**config.mk**
```make
export PLATFORM = sky130hd
export DESIGN_NAME = spi_frame_ctrl
export DESIGN_NICKNAME = d
export VERILOG_FILES = /design/src/hdl/sync2.v /design/src/hdl/byte_fifo.v /design/src/hdl/spi_frame_ctrl.v
export VERILOG_INCLUDE_DIRS = /design/src /design/src/hdl
export SDC_FILE = /design/constraint.sdc
export NUM_CORES = 1
export LEC_CHECK = 0
export BUFFER_PORTS_ARGS = -buffer_cell sky130_fd_sc_hd__buf_4
export CELL_PAD_IN_SITES_DETAIL_PLACEMENT = 2
export CELL_PAD_IN_SITES_GLOBAL_PLACEMENT = 2
export CORE_ASPECT_RATIO = 1.2
export CORE_MARGIN = 3
export CORE_UTILIZATION = 43
export DETAILED_ROUTE_END_ITERATION = 8
export GPL_TIMING_DRIVEN = 0
export PLACE_DENSITY = 0.95
export SETUP_SLACK_MARGIN = 0.05
export SYNTH_ARGS = -nofsm -noshare
export SYNTH_HDL_FRONTEND = slang
export SYNTH_SLANG_ARGS = --single-unit
```
**constraint.sdc**
```tcl
create_clock -name mclk -period 6.4 [get_ports mclk]
set_input_delay 0.32 -clock mclk [delete_from_list [all_inputs] [get_ports mclk]]
set_output_delay 0.32 -clock mclk [all_outputs]
set_load 0.01 [all_outputs]
```
**src/hdl/spi_frame_defines.vh**
```
// constants for the frame and enable control slice
`ifndef SPI_FRAME_DEFINES_VH
`define SPI_FRAME_DEFINES_VH

`define ADDR_W            24
`define ADDR_TX_FRAME_CMD 24'hffe261
`define ADDR_PORT_CONTROL 24'hffe262
`define ADDR_SLICE_STATUS 24'hffe26e
`define ADDR_LINK_CONFIG  24'hffe26f

`define TX_FRAME_CMD_RST  8'h00
`define PORT_CONTROL_RST  8'h00
`define LINK_CONFIG_RST   8'h00

`define TFC_SEL_LEVEL     0
`define TFC_FRAME_LAST    1

`define CTL_ENABLE_LOW    0
`define CTL_MASTER_SEL    1
`define CTL_WIRED_OR      2
`define CTL_CLK_POL       3
`define CTL_PHASE         4
`define CTL_RATE_GEN      5
`define CTL_ENABLE_HIGH   6
`define CTL_DATA_IRQ      7

`define CFG_SEL_OUT_EN    0

`define DIR_DISABLED      2'b00
`define DIR_RX_ONLY       2'b01
`define DIR_TX_ONLY       2'b10
`define DIR_TX_RX         2'b11

`define ALL_ONES_CHAR     8'hff
`define CHAR_BITS         8
`define FIFO_DEPTH        8

`endif

```
**src/hdl/sync2.v**
```verilog
// two-stage synchroniser for signals from outside the clock domain
`timescale 1ns/1ps
`default_nettype none
module sync2 #(
   parameter WIDTH = 1
) (
   input  wire             mclk,
   input  wire             reset_n,
   input  wire [WIDTH-1:0] d_in,
   output reg  [WIDTH-1:0] q_out
);
   reg [WIDTH-1:0] meta_r;

   always @(posedge mclk or negedge reset_n) begin
      if (!reset_n) begin
         meta_r <= {WIDTH{1'b0}};
         q_out  <= {WIDTH{1'b0}};
      end else begin
         meta_r <= d_in;
         q_out  <= meta_r;
      end
   end
endmodule
`default_nettype wire

```
**src/hdl/byte_fifo.v**
```verilog
// synchronous fifo with valid and ready on both sides
`timescale 1ns/1ps
`default_nettype none
module byte_fifo #(
   parameter WIDTH = 10,
   parameter DEPTH = 8,
   parameter AW    = 3
) (
   input  wire             mclk,
   input  wire             reset_n,
   input  wire             in_valid,
   output wire             in_ready,
   input  wire [WIDTH-1:0] in_data,
   output wire             out_valid,
   input  wire             out_ready,
   output wire [WIDTH-1:0] out_data,
   output reg  [AW:0]      level
);
   reg [WIDTH-1:0] mem [0:DEPTH-1];
   reg [AW-1:0]    wr_ptr_r;
   reg [AW-1:0]    rd_ptr_r;
   wire            push;
   wire            pop;

   assign in_ready  = (level != DEPTH[AW:0]);
   assign out_valid = (level != {(AW+1){1'b0}});
   assign out_data  = mem[rd_ptr_r];
   assign push      = in_valid & in_ready;
   assign pop       = out_valid & out_ready;

   always @(posedge mclk) begin
      if (push) begin
         mem[wr_ptr_r] <= in_data;
      end
   end

   always @(posedge mclk or negedge reset_n) begin
      if (!reset_n) begin
         wr_ptr_r <= {AW{1'b0}};
         rd_ptr_r <= {AW{1'b0}};
         level    <= {(AW+1){1'b0}};
      end else begin
         if (push) begin
            wr_ptr_r <= (wr_ptr_r == DEPTH[AW-1:0] - 1'b1) ? {AW{1'b0}} : wr_ptr_r + 1'b1;
         end
         if (pop) begin
            rd_ptr_r <= (rd_ptr_r == DEPTH[AW-1:0] - 1'b1) ? {AW{1'b0}} : rd_ptr_r + 1'b1;
         end
         if (push & !pop) begin
            level <= level + 1'b1;
         end else if (pop & !push) begin
            level <= level - 1'b1;
         end
      end
   end
endmodule
`default_nettype wire

```
**src/hdl/spi_frame_ctrl.v**
```verilog
// frame, select and enable/direction control of the serial peripheral port
// Overview of operation
// - master: after frame-last byte shifts out, toggle select and clear frame-last.
// - frame-last and select level set by cpu write or by dma inputs.
// - with select output enabled in master mode, select level bit drives the select pin.
// - tx frame command bits 7:2 read zero; register resets to zero.
// - control register bit order fixed; all bits read/write, reset zero.
// - data irq enable low: no tx-empty/rx-full irq, errors still interrupt.
// - data irq enable high: tx-empty and rx-full also interrupt.
// - data irq enable never masks error interrupts.
// - enable/direction code is control bit 6 high, bit 0 low.
// - code 00 disables port; rate generator timer when rate control set.
// - receive-only: tx-empty asserts, no tx irq or tx dma request.
// - receive-only slave shifts out all-ones characters.
// - transmit-only: rx-full asserts, no rx irq or rx dma request.
// - transmit/receive: both flags, irqs and dma requests active.
// - dma requests on tx-empty and rx-full; acknowledges accepted.
// - dma select level high sets the select bit with first byte; dma eof sets frame-last.
`timescale 1ns/1ps
`default_nettype none
`include "spi_frame_defines.vh"
module spi_frame_ctrl #(
   parameter CHAR_BITS  = `CHAR_BITS,
   parameter FIFO_DEPTH = `FIFO_DEPTH
) (
   input  wire                mclk,
   input  wire                reset_n,
   input  wire [`ADDR_W-1:0]  reg_addr,
   input  wire [7:0]          reg_wdata,
   input  wire                reg_wr,
   input  wire                reg_rd,
   output reg  [7:0]          reg_rdata,
   input  wire                sck_pin,
   input  wire                tx_empty_flag,
   input  wire                rx_full_flag,
   input  wire                tx_underrun_flag,
   input  wire                collision_flag,
   input  wire                slave_abort_flag,
   input  wire                rx_overrun_flag,
   input  wire                rate_gen_timeout,
   input  wire                shift_start,
   input  wire                dma_tx_ack,
   input  wire [7:0]          dma_tx_data,
   input  wire                dma_tx_first,
   input  wire                dma_tx_sel_level,
   input  wire                dma_tx_eof,
   input  wire                dma_rx_ack,
   output reg                 dma_tx_req,
   output reg                 dma_rx_req,
   output reg                 tx_load,
   output reg  [7:0]          tx_load_data,
   output reg                 select_out,
   output reg                 select_oe,
   output reg                 irq,
   output reg  [7:0]          port_control_q,
   output reg                 rate_gen_timer_en
);
   localparam ST_IDLE  = 1'b0;
   localparam ST_SHIFT = 1'b1;
   localparam FW       = 10;
   localparam CW       = 4;

   reg              frame_last_flag_r;
   reg              frame_last_flag_nxt;
   reg              select_level_bit_r;
   reg              select_level_bit_nxt;
   reg              select_output_enable_r;
   reg              st_r;
   reg              st_nxt;
   reg  [CW-1:0]    bit_cnt_r;
   reg  [CW-1:0]    bit_cnt_nxt;
   reg              sck_prev_r;
   reg              tx_ack_pend_r;
   reg              rx_ack_pend_r;
   reg              tx_empty_prev_r;
   reg              rx_full_prev_r;
   reg              frame_done;
   wire             sck_sync;
   wire [1:0]       dir_code;
   wire             tx_path;
   wire             rx_path;
   wire             master_mode;
   wire             clk_pol;
   wire             idle_edge;
   wire             fifo_in_ready;
   wire             fifo_out_valid;
   wire             fifo_out_ready;
   wire [FW-1:0]    fifo_out_data;
   wire [3:0]       fifo_level;
   wire             pop;
   wire             wr_tfc;
   wire             wr_ctl;
   wire             wr_cfg;
   wire             err_any;
   wire             data_irq;

   // register write decode
   assign wr_tfc = reg_wr & (reg_addr == `ADDR_TX_FRAME_CMD);
   assign wr_ctl = reg_wr & (reg_addr == `ADDR_PORT_CONTROL);
   assign wr_cfg = reg_wr & (reg_addr == `ADDR_LINK_CONFIG);

   // enable and direction decode
   assign dir_code    = {port_control_q[`CTL_ENABLE_HIGH],
                         port_control_q[`CTL_ENABLE_LOW]};
   assign tx_path     = dir_code[1];
   assign rx_path     = dir_code[0];
   assign master_mode = port_control_q[`CTL_MASTER_SEL];
   assign clk_pol     = port_control_q[`CTL_CLK_POL];

   // link clock sampled into the system domain
   sync2 #(
      .WIDTH (1)
   ) u_sck_sync (
      .mclk    (mclk),
      .reset_n (reset_n),
      .d_in    (sck_pin),
      .q_out   (sck_sync)
   );

   // an edge back to the idle level closes one bit
   assign idle_edge = (sck_sync != sck_prev_r) & (sck_sync == clk_pol);

   // dma transmit bytes wait here for the shifter
   byte_fifo #(
      .WIDTH (FW),
      .DEPTH (FIFO_DEPTH),
      .AW    (3)
   ) u_tx_fifo (
      .mclk      (mclk),
      .reset_n   (reset_n),
      .in_valid  (dma_tx_ack),
      .in_ready  (fifo_in_ready),
      .in_data   ({dma_tx_eof, dma_tx_first & dma_tx_sel_level, dma_tx_data}),
      .out_valid (fifo_out_valid),
      .out_ready (fifo_out_ready),
      .out_data  (fifo_out_data),
      .level     (fifo_level)
   );

   // shifter takes a byte only when idle and its buffer is empty
   assign fifo_out_ready = (st_r == ST_IDLE) & tx_empty_flag & tx_path;
   assign pop            = fifo_out_valid & fifo_out_ready;

   // byte tracking on the link clock edges
   always @* begin
      st_nxt      = st_r;
      bit_cnt_nxt = bit_cnt_r;
      frame_done  = 1'b0;
      case (st_r)
         ST_IDLE: begin
            if (pop | shift_start) begin
               st_nxt      = ST_SHIFT;
               bit_cnt_nxt = {CW{1'b0}};
            end
         end
         ST_SHIFT: begin
            if (idle_edge) begin
               if (bit_cnt_r == CHAR_BITS[CW-1:0] - 1'b1) begin
                  st_nxt     = ST_IDLE;
                  frame_done = 1'b1;
               end else begin
                  bit_cnt_nxt = bit_cnt_r + 1'b1;
               end
            end
         end
         default: begin
            st_nxt      = ST_IDLE;
            bit_cnt_nxt = {CW{1'b0}};
         end
      endcase
   end

   // frame-last and select level update, set wins over auto clear
   always @* begin
      frame_last_flag_nxt  = frame_last_flag_r;
      select_level_bit_nxt = select_level_bit_r;
      if (frame_done & master_mode & frame_last_flag_r) begin
         frame_last_flag_nxt  = 1'b0;
         select_level_bit_nxt = ~select_level_bit_r;
      end
      if (wr_tfc) begin
         frame_last_flag_nxt  = reg_wdata[`TFC_FRAME_LAST];
         select_level_bit_nxt = reg_wdata[`TFC_SEL_LEVEL];
      end
      if (pop) begin
         if (fifo_out_data[8]) begin
            select_level_bit_nxt = 1'b1;
         end else if (fifo_out_data[9] == 1'b0 && select_level_bit_nxt == 1'b1 &&
                      1'b0) begin
            select_level_bit_nxt = 1'b0;
         end
         if (fifo_out_data[9]) begin
            frame_last_flag_nxt = 1'b1;
         end
      end
   end

   assign err_any  = tx_underrun_flag | collision_flag |
                     slave_abort_flag | rx_overrun_flag;
   assign data_irq = port_control_q[`CTL_DATA_IRQ] &
                     ((tx_empty_flag & tx_path) |
                      (rx_full_flag & rx_path));

   // state, registers and outputs
   always @(posedge mclk or negedge reset_n) begin
      if (!reset_n) begin
         frame_last_flag_r      <= 1'b0;
         select_level_bit_r     <= 1'b0;
         select_output_enable_r <= 1'b0;
         port_control_q         <= `PORT_CONTROL_RST;
         st_r                   <= ST_IDLE;
         bit_cnt_r              <= {CW{1'b0}};
         sck_prev_r             <= 1'b0;
         tx_ack_pend_r          <= 1'b0;
         rx_ack_pend_r          <= 1'b0;
         tx_empty_prev_r        <= 1'b0;
         rx_full_prev_r         <= 1'b0;
         dma_tx_req             <= 1'b0;
         dma_rx_req             <= 1'b0;
         tx_load                <= 1'b0;
         tx_load_data           <= 8'h00;
         select_out             <= 1'b1;
         select_oe              <= 1'b0;
         irq                    <= 1'b0;
         rate_gen_timer_en      <= 1'b0;
         reg_rdata              <= 8'h00;
      end else begin
         frame_last_flag_r  <= frame_last_flag_nxt;
         select_level_bit_r <= select_level_bit_nxt;
         st_r               <= st_nxt;
         bit_cnt_r          <= bit_cnt_nxt;
         sck_prev_r         <= sck_sync;
         tx_empty_prev_r    <= tx_empty_flag;
         rx_full_prev_r     <= rx_full_flag;
         if (wr_ctl) begin
            port_control_q <= reg_wdata;
         end
         if (wr_cfg) begin
            select_output_enable_r <= reg_wdata[`CFG_SEL_OUT_EN];
         end

         // select pin follows the bit in the same cycle as any change while select output is enabled, else held high
         if (select_output_enable_r) begin
            select_out <= select_level_bit_nxt;
         end else begin
            select_out <= 1'b1;
         end
         select_oe <= select_output_enable_r & master_mode;

         // byte handed to the shifter
         tx_load <= pop;
         if (pop) begin
            if (dir_code == `DIR_RX_ONLY && !master_mode) begin
               tx_load_data <= `ALL_ONES_CHAR;
            end else begin
               tx_load_data <= fifo_out_data[7:0];
            end
         end else if (shift_start && dir_code == `DIR_RX_ONLY && !master_mode) begin
            tx_load_data <= `ALL_ONES_CHAR;
         end

         // transmit dma request, held off by ack until tx-empty re-asserts
         if (dma_tx_ack) begin
            tx_ack_pend_r <= 1'b1;
         end else if (tx_empty_flag & !tx_empty_prev_r) begin
            tx_ack_pend_r <= 1'b0;
         end
         dma_tx_req <= tx_path & tx_empty_flag & fifo_in_ready &
                       !dma_tx_ack & !tx_ack_pend_r;

         // receive dma request, held off by ack until rx-full falls
         if (dma_rx_ack) begin
            rx_ack_pend_r <= 1'b1;
         end else if (!rx_full_flag & rx_full_prev_r) begin
            rx_ack_pend_r <= 1'b0;
         end
         dma_rx_req <= rx_path & rx_full_flag &
                       !dma_rx_ack & !rx_ack_pend_r;

         // interrupt line: data gated, errors never, timer when disabled
         rate_gen_timer_en <= (dir_code == `DIR_DISABLED) &
                              port_control_q[`CTL_RATE_GEN];
         irq <= data_irq | err_any |
                (rate_gen_timer_en & rate_gen_timeout);

         // read data stands one cycle only
         reg_rdata <= 8'h00;
         if (reg_rd) begin
            case (reg_addr)
               `ADDR_TX_FRAME_CMD:
                  reg_rdata <= {6'h00, frame_last_flag_r, select_level_bit_r};
               `ADDR_PORT_CONTROL:
                  reg_rdata <= port_control_q;
               `ADDR_LINK_CONFIG:
                  reg_rdata <= {7'h00, select_output_enable_r};
               `ADDR_SLICE_STATUS:
                  reg_rdata <= {fifo_level, tx_ack_pend_r, rx_ack_pend_r,
                                fifo_in_ready, st_r};
               default:
                  reg_rdata <= 8'h00;
            endcase
         end
      end
   end
endmodule
`default_nettype wire

```
==> flow_metrics.tcl <==
set metrics [dict create \
    avgSynthCellArea_um2 15.3 \
    wire_per_inst_um 29.5 \
    synth_top_family_by_area "multiplexers" \
    layout-drive-gt1-share_pct 34.6 \
    status "completed" \
    routed_wl_mm 19.1 \
    cp-end-kind "flop" \
    cp.arrival_ns 3.49 \
    peakVddDrop_mv 0.190 \
    clock.fmax_mhz 313 \
    synthAdderAreaFrac_pct 2.16 \
    cts_root_buf "clkbuf_16" \
    rsz0062_at_grt "false" \
    yosysWarnings 0 \
    final_nets 542 \
    path_delay_family "simple AND/OR/NAND/NOR gates" \
    synth_top_area_share_pct 43.1 \
    finalCritPeriodShare_pct 49.9 \
    synth_most_common_cell "edfxtp_1" \
    die_h_um 131 \
    drv_slew 0 \
    holdCritPathClass "in2reg" \
    setup_viol 0 \
    grt_antenna_before_repair 0 \
    firstDrtPassIters 4 \
    synth-simple-area-share_pct 10.2 \
    leakagePower_uw 0.00282 \
    critical_path_buf_inv_count 2 \
    cp_slowest_cell "dfrtp_1" \
    core-area_mm2 0.0124 \
    syn_to_final_growth_pct 26.8 \
    grt_pass1_vias 4460 \
    start_util_pct 45.0 \
    synthCells 365 \
    clock_skew_ns 0.0143 \
    tns_ns 0 \
    cts_resized 0 \
    synth-edff-count 80 \
    die_w_um 110 \
    die_area_mm2 0.0144 \
    synth_compound_area_share_pct 5.46 \
    relSlewSlack_pct 17.7 \
    clock_latency_ns 0.43 \
    fin_area_mm2 0.00706 \
    cts_tree "yes" \
    fillers 1105 \
    dpl-instance-area_mm2 0.00647 \
    synth_seq_cells 136 \
    syn-num-nets 432 \
    antenna_left 0 \
    clock-sinks 136 \
    synth.area.mux_share_pct 11.2 \
    hold_viol 0 \
    cts_buffers 17 \
    crit_fanout 7 \
    fin_crit_ns 3.19 \
    seqCellArea_mm2 0.00380 \
    std_cell_rows 44 \
    worstMarginPinSlew_ns 1.23 \
    synth_xor_area_share_pct 1.26 \
    synth_area_leader_cell "edfxtp_1" \
    path_class "reg2reg" \
    htree_levels 4 \
    grt_pass1_wl_mm 29.0 \
    synth-async-reset-ratio_pct 41.2 \
    cts_max_path_buffers 2 \
    vias_per_cell 5.93 \
    path_cells "nor3_1 -> nand2_1 -> nand2_1 -> inv_1 -> ha_1 -> inv_1 -> ha_1 -> a21o_1 -> a21oi_1 -> xnor2_1 -> nor2_1 -> xor2_1" \
    vias 3850 \
    yosysSeqAreaShare_pct 68.3 \
    synthDistinctLibCells 47 \
    max-cap-violations 0 \
    cpPeakStageDelay_ns 0.47 \
    syn_area_mm2 0.00557 \
    ios 89 \
    grt_start_max_net_pins 57 \
    synth_commonest_cells "edfxtp_1 (80), dfrtp_1 (55), nand2_1 (39), nor2_1 (28), mux4_2 (19)" \
    track_usage_pct 28.8 \
    clk_pin_slew_worst_paths_ns 0.06 \
    overflow 0 \
    cp_data_required_time_ns 6.70 \
    routabilityCongestion 0.787 \
    power.density_mw_per_mm2 352 \
    ys_top_cells_by_area "edfxtp_1 (43%), dfrtp_1 (25%), mux4_2 (7.7%)" \
    cp-start-kind "flop" \
    drc 0 \
    diodes 0 \
    drt_iter0_drc 342 \
    io_buffers 86 \
    synth_ff_type "edfxtp_1" \
    dpl.hpwl_mm 11.4 \
    multi_input_area_mm2 0.00172 \
]
routing by layer:
layer  vias to the layer above  track usage (%)  share of wire, %
li1                       1622                -                 -
met1                      2025             32.9                38
met2                       155             50.6                53
met3                        48             6.44               5.1
met4                         0             14.4               3.7
met5                         -                0                 0
kinds of logic after synthesis:
family | Yosys count
buffers and inverters | 18
xor gates and xnor gates | 8
adders and majority gates | 9
muxes | 37
and+or+nand+nor | 114
DFF | 136
AOI/OAI and AO/OA | 43
path summary, 6_finish.rpt:
check                                                    start                                 to  slack (ns)  cells after the start
worst max-delay path            u_tx_fifo.level[1]$_DFFE_PN0P_     u_tx_fifo.level[3]$_DFFE_PN0P_        3.21                     12
worst min-delay path                              rx_full_flag           rx_full_prev_r$_DFF_PN0_        0.02                      1
worst max register to register  u_tx_fifo.level[1]$_DFFE_PN0P_     u_tx_fifo.level[3]$_DFFE_PN0P_        3.21                     12
worst min register to register     u_sck_sync.meta_r$_DFF_PN0_         u_sck_sync.q_out$_DFF_PN0_        0.35                      0
max in group asynchronous                              reset_n          tx_ack_pend_r$_DFFE_PN0P_        5.33                      2
min in group asynchronous                              reset_n  u_tx_fifo.wr_ptr_r[1]$_DFFE_PN0P_        0.54                      2
worst reg2reg max path: cells and delay by family (launching register included):
family / cells / cell delay, ns
AO/OA/AOI/OAI: 2 / 0.43
flip-flops: 1 / 0.47
buffers and inverters: 2 / 0.39
AND/OR/NAND/NOR: 4 / 0.90
adder cells (fa/ha/maj): 2 / 0.55
XOR/XNOR: 2 / 0.33
layout by cell type, fill, tap and decap left out, types with 7 or more instances in the layout:
master     synthesis  layout
nor2_1            28      28
clkbuf_16          0      17
buf_4              0      87
a22oi_1            7       7
a31oi_1            8       8
nand2_1           39      39
ha_1               8       8
nor3_1            13       9
mux2_2            13      13
edfxtp_1          80      80
mux4_2            19      19
dfrtp_1           55      55
where the power goes:
group	switching [µW]	total, µW	internal [µW]
Sequential	98.2	1150	1050
Combinational	212	361	149
Clock	415	974	558
metrics by stage:
stage | setup WS, ns | hold WS [ns] | cells | util, % | total power (µW)
floorplan | 4.07 | 0.0244 | 365 | - | 1320
global placement | 3.28 | 0.337 | 612 | 51.8 | 1410
detailed placement | 3.54 | 0.338 | 615 | 52.3 | 1500
finish | 3.21 | 0.0232 | 649 | 57.0 | 2480
CTS | 3.21 | 0.00838 | 649 | 57.0 | 2490
global route | 3.01 | 0.00979 | 649 | 57.0 | 2570
final cells by class:
cell class / instances / share of cell area [%]
clock inverters: 13 / 1.68
multi-input cells: 211 / 24.3
repair buffers: 91 / 9.85
flip-flops and latches: 136 / 53.9
clock buffers: 19 / 6.41
well taps: 161 / 2.85
inverters: 6 / 0.319
plain buffers: 12 / 0.744
registers in the layout, summed over array words and instances, names as in the netlist, 3 cells and up:
name,cells
bit_cnt_r,4
port_control_q,8
u_tx_fifo.mem,80
tx_load_data,8
u_tx_fifo.rd_ptr_r,3
u_tx_fifo.wr_ptr_r,3
reg_rdata,8
u_tx_fifo.level,4
what timing repair did:
action | 4_1_cts | 5_1_grt
endpoints found under the hold margin | 5 | 0
buffers inserted | 0 | 0
hold buffers | 2 | 0
Note: power is estimated with default switching activity, not from simulation.
